File: src/rtl/rprm_defines.svh
// Constants for the radio poll register mapper
`ifndef RPRM_DEFINES_SVH
`define RPRM_DEFINES_SVH

`define RPRM_NUM_DEV 48
`define RPRM_REGS_PER_DEV 16
`define RPRM_NUM_IN 8
`define RPRM_LREG_FIRST 1
`define RPRM_LREG_LAST 768
`define RPRM_IO_IN_LAST 384
`define RPRM_DATA_W 16
`define RPRM_ADDR_W 10
`define RPRM_FIFO_DEPTH 16
`define RPRM_CLK_NS 50
`define RPRM_MS_NS 1000000
`define RPRM_MS_CYC (`RPRM_MS_NS / `RPRM_CLK_NS)
`define RPRM_TMO_DEF_MS 5000
`define RPRM_GAP_DEF_MS 5

`endif

File: src/rtl/rprm_pkg.sv
// Types for the radio poll register mapper
package rprm_pkg;

    typedef enum logic [2:0] {
        RPRM_MODE_OFF = 3'h0,
        RPRM_MODE_DEV_IN = 3'h1,
        RPRM_MODE_DEV_IO = 3'h2,
        RPRM_MODE_IO_IN = 3'h3,
        RPRM_MODE_IO_IO = 3'h4
    } rprm_mode_t;

    typedef enum logic [3:0] {
        RPRM_ST_IDLE = 4'h1,
        RPRM_ST_GAP = 4'h2,
        RPRM_ST_REQ = 4'h4,
        RPRM_ST_WAIT = 4'h8
    } rprm_state_t;

endpackage

File: src/rtl/rprm_fifo.sv
// Synchronous FIFO with registered read data
`timescale 1ns/1ps
`default_nettype none

module rprm_fifo #(
    parameter int WIDTH = 26,
    parameter int DEPTH = 16
) (
    input wire logic clk_in,
    input wire logic rstn_in,
    input wire logic in_valid_in,
    output logic in_ready_out,
    input wire logic [WIDTH-1:0] in_data_in,
    output logic out_valid_out,
    input wire logic out_ready_in,
    output logic [WIDTH-1:0] out_data_out
);

    localparam int PW = $clog2(DEPTH);
    localparam int CW = $clog2(DEPTH + 1);

    logic [WIDTH-1:0] mem [DEPTH];
    logic [PW-1:0] wptr;
    logic [PW-1:0] rptr;
    logic [CW-1:0] cnt;
    logic push;
    logic pop;

    assign in_ready_out = (cnt != CW'(DEPTH));
    assign push = in_valid_in && in_ready_out;
    // Refill output stage when empty or being drained
    assign pop = (cnt != '0) && (!out_valid_out || out_ready_in);

    always_ff @(posedge clk_in) begin
        if (push) begin
            mem[wptr] <= in_data_in;
        end
    end

    always_ff @(posedge clk_in or negedge rstn_in) begin
        if (!rstn_in) begin
            wptr <= '0;
            rptr <= '0;
            cnt <= '0;
        end else begin
            if (push) begin
                wptr <= (wptr == PW'(DEPTH - 1)) ? '0 : wptr + 1'b1;
            end
            if (pop) begin
                rptr <= (rptr == PW'(DEPTH - 1)) ? '0 : rptr + 1'b1;
            end
            cnt <= cnt + CW'(push) - CW'(pop);
        end
    end

    always_ff @(posedge clk_in or negedge rstn_in) begin
        if (!rstn_in) begin
            out_valid_out <= 1'b0;
            out_data_out <= '0;
        end else if (pop) begin
            out_valid_out <= 1'b1;
            out_data_out <= mem[rptr];
        end else if (out_ready_in) begin
            out_valid_out <= 1'b0;
        end
    end

endmodule // rprm_fifo

`default_nettype wire

File: src/rtl/rprm_top.sv
// Automatic radio polling engine that fills the local register space
`timescale 1ns/1ps
`default_nettype none
`include "rprm_defines.svh"

// How it works
// - While a polling mode is on the engine keeps polling the radio in a loop, with an idle gap before each message.
// - Polling owns local registers 1 to 768, sixteen for the gateway and each of nodes 1 to 47.
// - In mode off no radio transfer is issued at all.
// - Grouped by device, register r of device d lands at local address d*16+r, 1-8 inputs, 9-16 outputs.
// - The gateway is device 0 and the nodes are devices 1 to 47 in both mappings.
// - Grouped by input/output, register r of device d lands at (r-1)*48+(d+1).
// - Grouped by input/output, addresses 1-384 hold inputs and 385-768 hold outputs.
// - Inputs-only modes read inputs and never write outputs to the radio.
// - Input/output modes write a changed output register to the radio.
// - A transaction with no answer within the timeout is abandoned.
// - An idle gap of the configured length precedes each radio message.
// - After reset the timeout is 5 s and the gap 5 ms.
module rprm_top
    import rprm_pkg::*;
#(
    parameter int MS_CYC = `RPRM_MS_CYC,
    parameter int FIFO_DEPTH = `RPRM_FIFO_DEPTH
) (
    input wire logic core_clk_in,
    input wire logic rstn_in,
    input wire logic cfg_load_in,
    input wire logic [2:0] cfg_mode_in,
    input wire logic [4:0] cfg_tmo_hh_in,
    input wire logic [5:0] cfg_tmo_mm_in,
    input wire logic [5:0] cfg_tmo_ss_in,
    input wire logic [9:0] cfg_tmo_fff_in,
    input wire logic [4:0] cfg_gap_hh_in,
    input wire logic [5:0] cfg_gap_mm_in,
    input wire logic [5:0] cfg_gap_ss_in,
    input wire logic [9:0] cfg_gap_fff_in,
    output logic radio_req_valid_out,
    input wire logic radio_req_ready_in,
    output logic radio_req_write_out,
    output logic [5:0] radio_req_dev_out,
    output logic [4:0] radio_req_reg_out,
    output logic [15:0] radio_req_data_out,
    input wire logic radio_rsp_valid_in,
    input wire logic [15:0] radio_rsp_data_in,
    input wire logic out_chg_valid_in,
    input wire logic [9:0] out_chg_addr_in,
    input wire logic [15:0] out_chg_data_in,
    output logic out_chg_ready_out,
    output logic lreg_wr_valid_out,
    input wire logic lreg_wr_ready_in,
    output logic [9:0] lreg_wr_addr_out,
    output logic [15:0] lreg_wr_data_out,
    output logic poll_active_out,
    output logic timeout_out
);

    localparam int AW = `RPRM_ADDR_W;
    localparam int DW = `RPRM_DATA_W;

    rprm_mode_t mode;
    rprm_state_t state;
    logic [31:0] tmo_ms;
    logic [31:0] gap_ms;
    logic [31:0] tmr;
    logic [31:0] ms_cnt;
    logic ms_tick;
    logic [5:0] cur_dev;
    logic [2:0] cur_reg;
    logic pend;
    logic [AW-1:0] pend_addr;
    logic [DW-1:0] pend_data;
    logic cfg_seen;
    logic io_mode;
    logic grp_dev;
    logic chg_acc;
    logic chg_is_out;
    logic [AW-1:0] chg_a0;
    logic [5:0] chg_dev;
    logic [4:0] chg_reg;
    logic fifo_in_valid;
    logic fifo_in_ready;
    logic [AW-1:0] push_addr;
    logic gap_done;
    logic txn_end;
    logic tmo_hit;

    function automatic logic [31:0] to_ms(input logic [4:0] hh, input logic [5:0] mm,
                                          input logic [5:0] ss, input logic [9:0] fff);
        to_ms = ((32'(hh) * 32'd60 + 32'(mm)) * 32'd60 + 32'(ss)) * 32'd1000 + 32'(fff);
    endfunction

    function automatic logic [AW-1:0] lmap(input logic by_dev, input logic [5:0] d, input logic [4:0] r);
        if (by_dev) begin
            lmap = AW'(d) * AW'(`RPRM_REGS_PER_DEV) + AW'(r);
        end else begin
            lmap = (AW'(r) - 1'b1) * AW'(`RPRM_NUM_DEV) + AW'(d) + 1'b1;
        end
    endfunction

    assign io_mode = (mode == RPRM_MODE_DEV_IO) || (mode == RPRM_MODE_IO_IO);
    assign grp_dev = (mode == RPRM_MODE_DEV_IN) || (mode == RPRM_MODE_DEV_IO);

    ////////////////////////////////////////////////////////////////////////////
    // Configuration

    always_ff @(posedge core_clk_in or negedge rstn_in) begin
        if (!rstn_in) begin
            mode <= RPRM_MODE_OFF;
            tmo_ms <= 32'(`RPRM_TMO_DEF_MS);
            gap_ms <= 32'(`RPRM_GAP_DEF_MS);
            cfg_seen <= 1'b0;
        end else if (cfg_load_in) begin
            mode <= rprm_mode_t'(cfg_mode_in);
            tmo_ms <= to_ms(cfg_tmo_hh_in, cfg_tmo_mm_in, cfg_tmo_ss_in, cfg_tmo_fff_in);
            gap_ms <= to_ms(cfg_gap_hh_in, cfg_gap_mm_in, cfg_gap_ss_in, cfg_gap_fff_in);
            cfg_seen <= 1'b1;
        end
    end

    ////////////////////////////////////////////////////////////////////////////
    // Millisecond timer, restarted on every load

    assign ms_tick = (ms_cnt == 32'(MS_CYC - 1));
    assign gap_done = (state == RPRM_ST_GAP) && (tmr == '0) && fifo_in_ready && mode != RPRM_MODE_OFF;
    assign tmo_hit = (state == RPRM_ST_WAIT) && !radio_rsp_valid_in && (tmr == '0);
    assign txn_end = (state == RPRM_ST_WAIT) && (radio_rsp_valid_in || tmr == '0);

    always_ff @(posedge core_clk_in or negedge rstn_in) begin
        if (!rstn_in) begin
            ms_cnt <= '0;
            tmr <= '0;
        end else if ((state == RPRM_ST_IDLE) || txn_end) begin
            ms_cnt <= '0;
            tmr <= gap_ms;
        end else if ((state == RPRM_ST_REQ) && radio_req_ready_in) begin
            ms_cnt <= '0;
            tmr <= tmo_ms;
        end else begin
            ms_cnt <= ms_tick ? '0 : ms_cnt + 1'b1;
            if (ms_tick && tmr != '0) begin
                tmr <= tmr - 1'b1;
            end
        end
    end

    ////////////////////////////////////////////////////////////////////////////
    // Poll sequencer

    always_ff @(posedge core_clk_in or negedge rstn_in) begin
        if (!rstn_in) begin
            state <= RPRM_ST_IDLE;
        end else begin
            case (state)
                RPRM_ST_IDLE: if (mode != RPRM_MODE_OFF) state <= RPRM_ST_GAP;
                RPRM_ST_GAP: begin
                    if (mode == RPRM_MODE_OFF) state <= RPRM_ST_IDLE;
                    else if (gap_done) state <= RPRM_ST_REQ;
                end
                RPRM_ST_REQ: if (radio_req_ready_in) state <= RPRM_ST_WAIT;
                // loop back through the gap to the next poll
                RPRM_ST_WAIT: if (txn_end) state <= RPRM_ST_GAP;
                default: state <= RPRM_ST_IDLE;
            endcase
        end
    end

    always_ff @(posedge core_clk_in or negedge rstn_in) begin
        if (!rstn_in) begin
            cur_dev <= '0;
            cur_reg <= '0;
        end else if (txn_end && !radio_req_write_out) begin
            cur_reg <= cur_reg + 1'b1;
            if (cur_reg == 3'(`RPRM_NUM_IN - 1)) begin
                cur_dev <= (cur_dev == 6'(`RPRM_NUM_DEV - 1)) ? '0 : cur_dev + 1'b1;
            end
        end
    end

    always_ff @(posedge core_clk_in or negedge rstn_in) begin
        if (!rstn_in) begin
            radio_req_valid_out <= 1'b0;
            radio_req_write_out <= 1'b0;
            radio_req_dev_out <= '0;
            radio_req_reg_out <= '0;
            radio_req_data_out <= '0;
        end else if (gap_done) begin
            radio_req_valid_out <= 1'b1;
            radio_req_write_out <= pend && io_mode;
            radio_req_dev_out <= (pend && io_mode) ? chg_dev : cur_dev;
            radio_req_reg_out <= (pend && io_mode) ? chg_reg : 5'(cur_reg) + 5'h01;
            radio_req_data_out <= pend_data;
        end else if (radio_req_ready_in) begin
            radio_req_valid_out <= 1'b0;
        end
    end

    always_ff @(posedge core_clk_in or negedge rstn_in) begin
        if (!rstn_in) begin
            poll_active_out <= 1'b0;
            timeout_out <= 1'b0;
        end else begin
            poll_active_out <= (mode != RPRM_MODE_OFF);
            timeout_out <= tmo_hit;
        end
    end

    ////////////////////////////////////////////////////////////////////////////
    // Changed outputs waiting to be written

    // Pending slot holds one change; back-pressure until sent
    assign chg_a0 = pend_addr - 1'b1;
    assign chg_dev = grp_dev ? chg_a0[9:4] : 6'(chg_a0 % AW'(`RPRM_NUM_DEV));
    assign chg_reg = grp_dev ? 5'(chg_a0[3:0]) + 5'h01 : 5'(chg_a0 / AW'(`RPRM_NUM_DEV)) + 5'h01;
    assign chg_acc = out_chg_valid_in && out_chg_ready_out;
    // outputs are registers 9-16 of each device when grouped by device, 385-768 when grouped by input/output
    assign chg_is_out = (out_chg_addr_in >= AW'(`RPRM_LREG_FIRST))
        && (out_chg_addr_in <= AW'(`RPRM_LREG_LAST))
        && (grp_dev ? ((out_chg_addr_in - 1'b1) & AW'(8)) != '0
                    : out_chg_addr_in > AW'(`RPRM_IO_IN_LAST));

    // hold changed output for the radio
    always_ff @(posedge core_clk_in or negedge rstn_in) begin
        if (!rstn_in) begin
            pend <= 1'b0;
            pend_addr <= '0;
            pend_data <= '0;
            out_chg_ready_out <= 1'b1;
        end else begin
            if (chg_acc && io_mode && chg_is_out) begin
                pend <= 1'b1;
                pend_addr <= out_chg_addr_in;
                pend_data <= out_chg_data_in;
                out_chg_ready_out <= 1'b0;
            end else if (txn_end && radio_req_write_out) begin
                pend <= 1'b0;
                out_chg_ready_out <= 1'b1;
            end else if (!io_mode) begin
                pend <= 1'b0;
                out_chg_ready_out <= 1'b1;
            end
        end
    end

    ////////////////////////////////////////////////////////////////////////////
    // Read data into the local register space

    assign push_addr = lmap(grp_dev, radio_req_dev_out, radio_req_reg_out);
    assign fifo_in_valid = (state == RPRM_ST_WAIT) && radio_rsp_valid_in && !radio_req_write_out;

    // Room is checked before each request, so an answer never finds it full
    rprm_fifo #(
        .WIDTH(AW + DW),
        .DEPTH(FIFO_DEPTH)
    ) u_fifo (
        .clk_in(core_clk_in),
        .rstn_in(rstn_in),
        .in_valid_in(fifo_in_valid),
        .in_ready_out(fifo_in_ready),
        .in_data_in({push_addr, radio_rsp_data_in}),
        .out_valid_out(lreg_wr_valid_out),
        .out_ready_in(lreg_wr_ready_in),
        .out_data_out({lreg_wr_addr_out, lreg_wr_data_out})
    );
endmodule // rprm_top

`default_nettype wire

File: config.mk
export PLATFORM = sky130hd
export DESIGN_NAME = rprm_top
export DESIGN_NICKNAME = d
export VERILOG_FILES = /design/src/rtl/rprm_pkg.sv /design/src/rtl/rprm_fifo.sv /design/src/rtl/rprm_top.sv
export VERILOG_INCLUDE_DIRS = /design/src /design/src/rtl
export SDC_FILE = /design/constraint.sdc
export NUM_CORES = 2
export LEC_CHECK = 0
export ABC_AREA = 1
export BUFFER_PORTS_ARGS = -buffer_cell sky130_fd_sc_hd__buf_2
export CORE_ASPECT_RATIO = 1.25
export CORE_MARGIN = 10
export CORE_UTILIZATION = 40
export DETAILED_ROUTE_END_ITERATION = 12
export PLACE_DENSITY_LB_ADDON = 0.12
export SYNTH_ARGS = -nofsm -noshare
export SYNTH_HDL_FRONTEND = slang
export SYNTH_HIERARCHICAL = 1
export SYNTH_SLANG_ARGS = --single-unit
File: constraint.sdc
create_clock -name core_clk_in -period 3.3 [get_ports core_clk_in]
set_clock_uncertainty 0.15 [all_clocks]
set_input_delay 0.165 -clock core_clk_in [delete_from_list [all_inputs] [get_ports core_clk_in]]
set_output_delay 0.165 -clock core_clk_in [all_outputs]
set_load 0.005 [all_outputs]
==> impl_metrics.tcl <==
set metrics [dict create \
    status "finished, violations left" \
    failed_checks "setup timing" \
    die_area_mm2 0.1191 \
    dieHeight_um 383.3 \
    final_common_cell "nand2_1" \
    cts_made_buffers 69 \
    synthCells 4872 \
    avgSynthCellArea_um2 8.670 \
    synth-edff-count 416 \
    io_pins 165 \
    antenna_found_initial 1 \
    r2r_start "pend_addr[0]$_DFFE_PN0P_" \
    drt-wirelength-per-cell_um 15.69 \
    clock.fmax_ghz 0.1135 \
    design_area_mm2 0.05687 \
    post-dp-hpwl_um 78230 \
    grt_pass1_wl_um 181000 \
    drt_wl_total_um 112900 \
    grt_pass1_vias 35130 \
    start_kind "input pin" \
    hold_path.class "input pin to flop" \
    drtPass1Iterations 7 \
    slowest_delay_ns 0.56 \
    grt_usage 0.1859 \
    ctsRootBufferMaster "clkbuf_16" \
    place.gp.congestion 0.8309 \
    crit_top_cell "fa_1" \
    synth_nets 5380 \
    layout.nets 6234 \
    coreArea_mm2 0.1050 \
    post_route_cells_drive_above_1_share 0.2806 \
    postPlaceCellArea_mm2 0.05074 \
    viasPerCell 4.776 \
    clockBufferDepth 3 \
    fin_crit_sh 2.670 \
    cts_tree "built" \
    port-buffer-count 164 \
    cts_sinks 655 \
    relSlewSlack 0.1860 \
    post-route-min-period_ns 8.812 \
    rsz0062_at_grt "true" \
    htreeDepth 3 \
    seqCellArea_mm2 0.01849 \
    crit_fanout 4 \
    dominantRegCellSynth "edfxtp_1" \
    maxCapViolCount 0 \
    drc 0 \
    insertion_delay_ns 0.61 \
    end_kind "flop" \
    syn2layout_area_growth_pct 34.63 \
    hold_start "cfg_gap_ss_in[1]" \
    grt-ovfl-total 0 \
    hold_viol 0 \
    cp.arrival_ns 9.15 \
    initial_core_util 0.4022 \
    fill_cells 9579 \
    rows 133 \
    yosys.cell_types.count 69 \
    top_register "u_fifo/mem" \
    maxSlewViolCount 0 \
    largest_reg_flops 416 \
    final_cell_mix "nand2_1, inv_1, buf_4" \
    setup_slack_ns -5.512 \
    top_regs "u_fifo/mem: 416 flops, ms_cnt: 32 flops, tmr: 32 flops" \
    multi_input_area_mm2 0.02345 \
    cp-startpoint "cfg_tmo_hh_in[2]" \
    crit_slowest_cell "fa_1" \
    synth-seq-cells 655 \
    setup_viol 46 \
    synthArstFlopShare 0.3649 \
    clkTransAtPathRegs_ns 0.05 \
    path_class "input pin to flop" \
    first_iter_violations 1720 \
    antenna_left 0 \
    num_vias 34385 \
    die_w_um 310.6 \
    grt_max_degree 211 \
    syn-cell-area_mm2 0.04224 \
    setup-tns-final_ns -198.09 \
    yosysSeqAreaShare 0.4376 \
    tightest_slew_ns 1.221 \
    cp.required_ns 3.64 \
    yosysWarnings 6 \
]
path summary, 6_finish.rpt:
check,end,slack (ns),cells past startpoint
setup / recovery,tmo_ms[28]$_DFFE_PN0P_,-5.51,47
hold / removal,gap_ms[4]$_DFFE_PN0P_,0.10,5
setup reg to reg,radio_req_reg_out[1]$_DFFE_PN0P_,0.25,18
hold reg to reg,radio_req_data_out[5]$_DFFE_PN0P_,0.32,2
max in group asynchronous,radio_req_reg_out[0]$_DFFE_PN0P_,1.19,4
min in group asynchronous,u_fifo/out_data_out[23]$_DFFE_PN0P_,0.49,3
Yosys cell counts (5+ instances only):
cell	n	area (um2)
nand2_1	1209	4538
inv_1	882	3311
nand3_1	435	2177
edfxtp_1	416	12490
nor2_1	303	1137
dfrtp_1	230	5756
ha_1	228	2853
fa_1	174	3483
a21oi_1	172	860.8
o21ai_0	168	840.8
xor2_1	137	1200
buf_2	70	350.3
xnor2_1	52	455.4
clkbuf_1	47	176.4
nand4_1	41	256.5
nor3_1	36	180.2
a31oi_1	31	193.9
nor4_1	18	112.6
o211ai_1	17	127.6
nor2_2	15	93.84
or2_2	13	81.33
buf_4	12	90.09
inv_2	12	45.04
o21ai_1	10	50.05
o21bai_1	10	75.07
o22ai_1	10	62.56
a211oi_1	9	67.56
dfstp_2	9	236.5
a21o_1	8	60.06
nand2_2	7	43.79
clkinv_1	5	18.77
nor3b_1	5	37.54
o21a_1	5	37.54
area by class of cell:
type                            instances  share of cell area
Inverter                              899             0.06071
Antenna cell                            1          0.00004401
Timing Repair Buffer                  919              0.1292
Tap cell                             1417             0.03118
Clock buffer                           83             0.03182
Clock inverter                         43            0.009593
Sequential cell                       655              0.3252
Multi-Input combinational cell       3182              0.4123
through the flow:
step           setup WS, ns  std cells    util  hold WS, ns
2_1_floorplan        -5.877       4872       -      -0.2806
3_3_place_gp         -6.359       6900  0.4832      0.02696
3_5_place_dp         -6.480       6900  0.4832      0.02893
4_1_cts              -5.501       7135  0.5228      0.08494
5_1_grt              -6.017       7198  0.5415       0.1344
6_report             -5.512       7199  0.5416       0.1001
layer usage:
layer  up-vias  GRT usage  share of wire
met2       501     0.3519           0.53
met4         0    0.06252          0.030
met3       164    0.01625          0.029
li1      17258          -              -
met5         -          0              0
met1     16462     0.2179           0.41
what timing repair did:
| action | 4_1_cts | 5_1_grt |
|---|---|---|
| pin swaps | 124 | 226 |
| endpoints found under the setup margin | 46 | 81 |
| gates resized for setup | 160 | 367 |
| hold endpoints to repair | 524 | 0 |
| setup buffers | 45 | 78 |
| hold buffers | 73 | 0 |
critical path, delay by kind of cell:
kind                     cells  cell delay (ns)
adder cells (fa/ha/maj)     11             4.72
AND/OR/NAND/NOR             13             1.45
buffers and inverters       13             1.00
AO/OA/AOI/OAI                5             0.91
XOR/XNOR                     5             0.86
cells by family (layout without fill, tap and decap cells):
kind of cell | after synthesis | count (layout) | synth area share
multiplexers | 3 | 3 | 0.0007702
other | 0 | 1 | 0
AO/OA/AOI/OAI | 469 | 469 | 0.06242
adder cells (fa/ha/maj) | 406 | 406 | 0.1510
AND/OR/NAND/NOR | 2109 | 2109 | 0.2111
buffers and inverters | 1035 | 1944 | 0.09565
flip-flops | 655 | 655 | 0.4376
XOR/XNOR | 195 | 195 | 0.04150
Power is left out: the tool's default activity adds up to more than one toggle a clock period on the data nets, which glitch-free logic cannot reach.
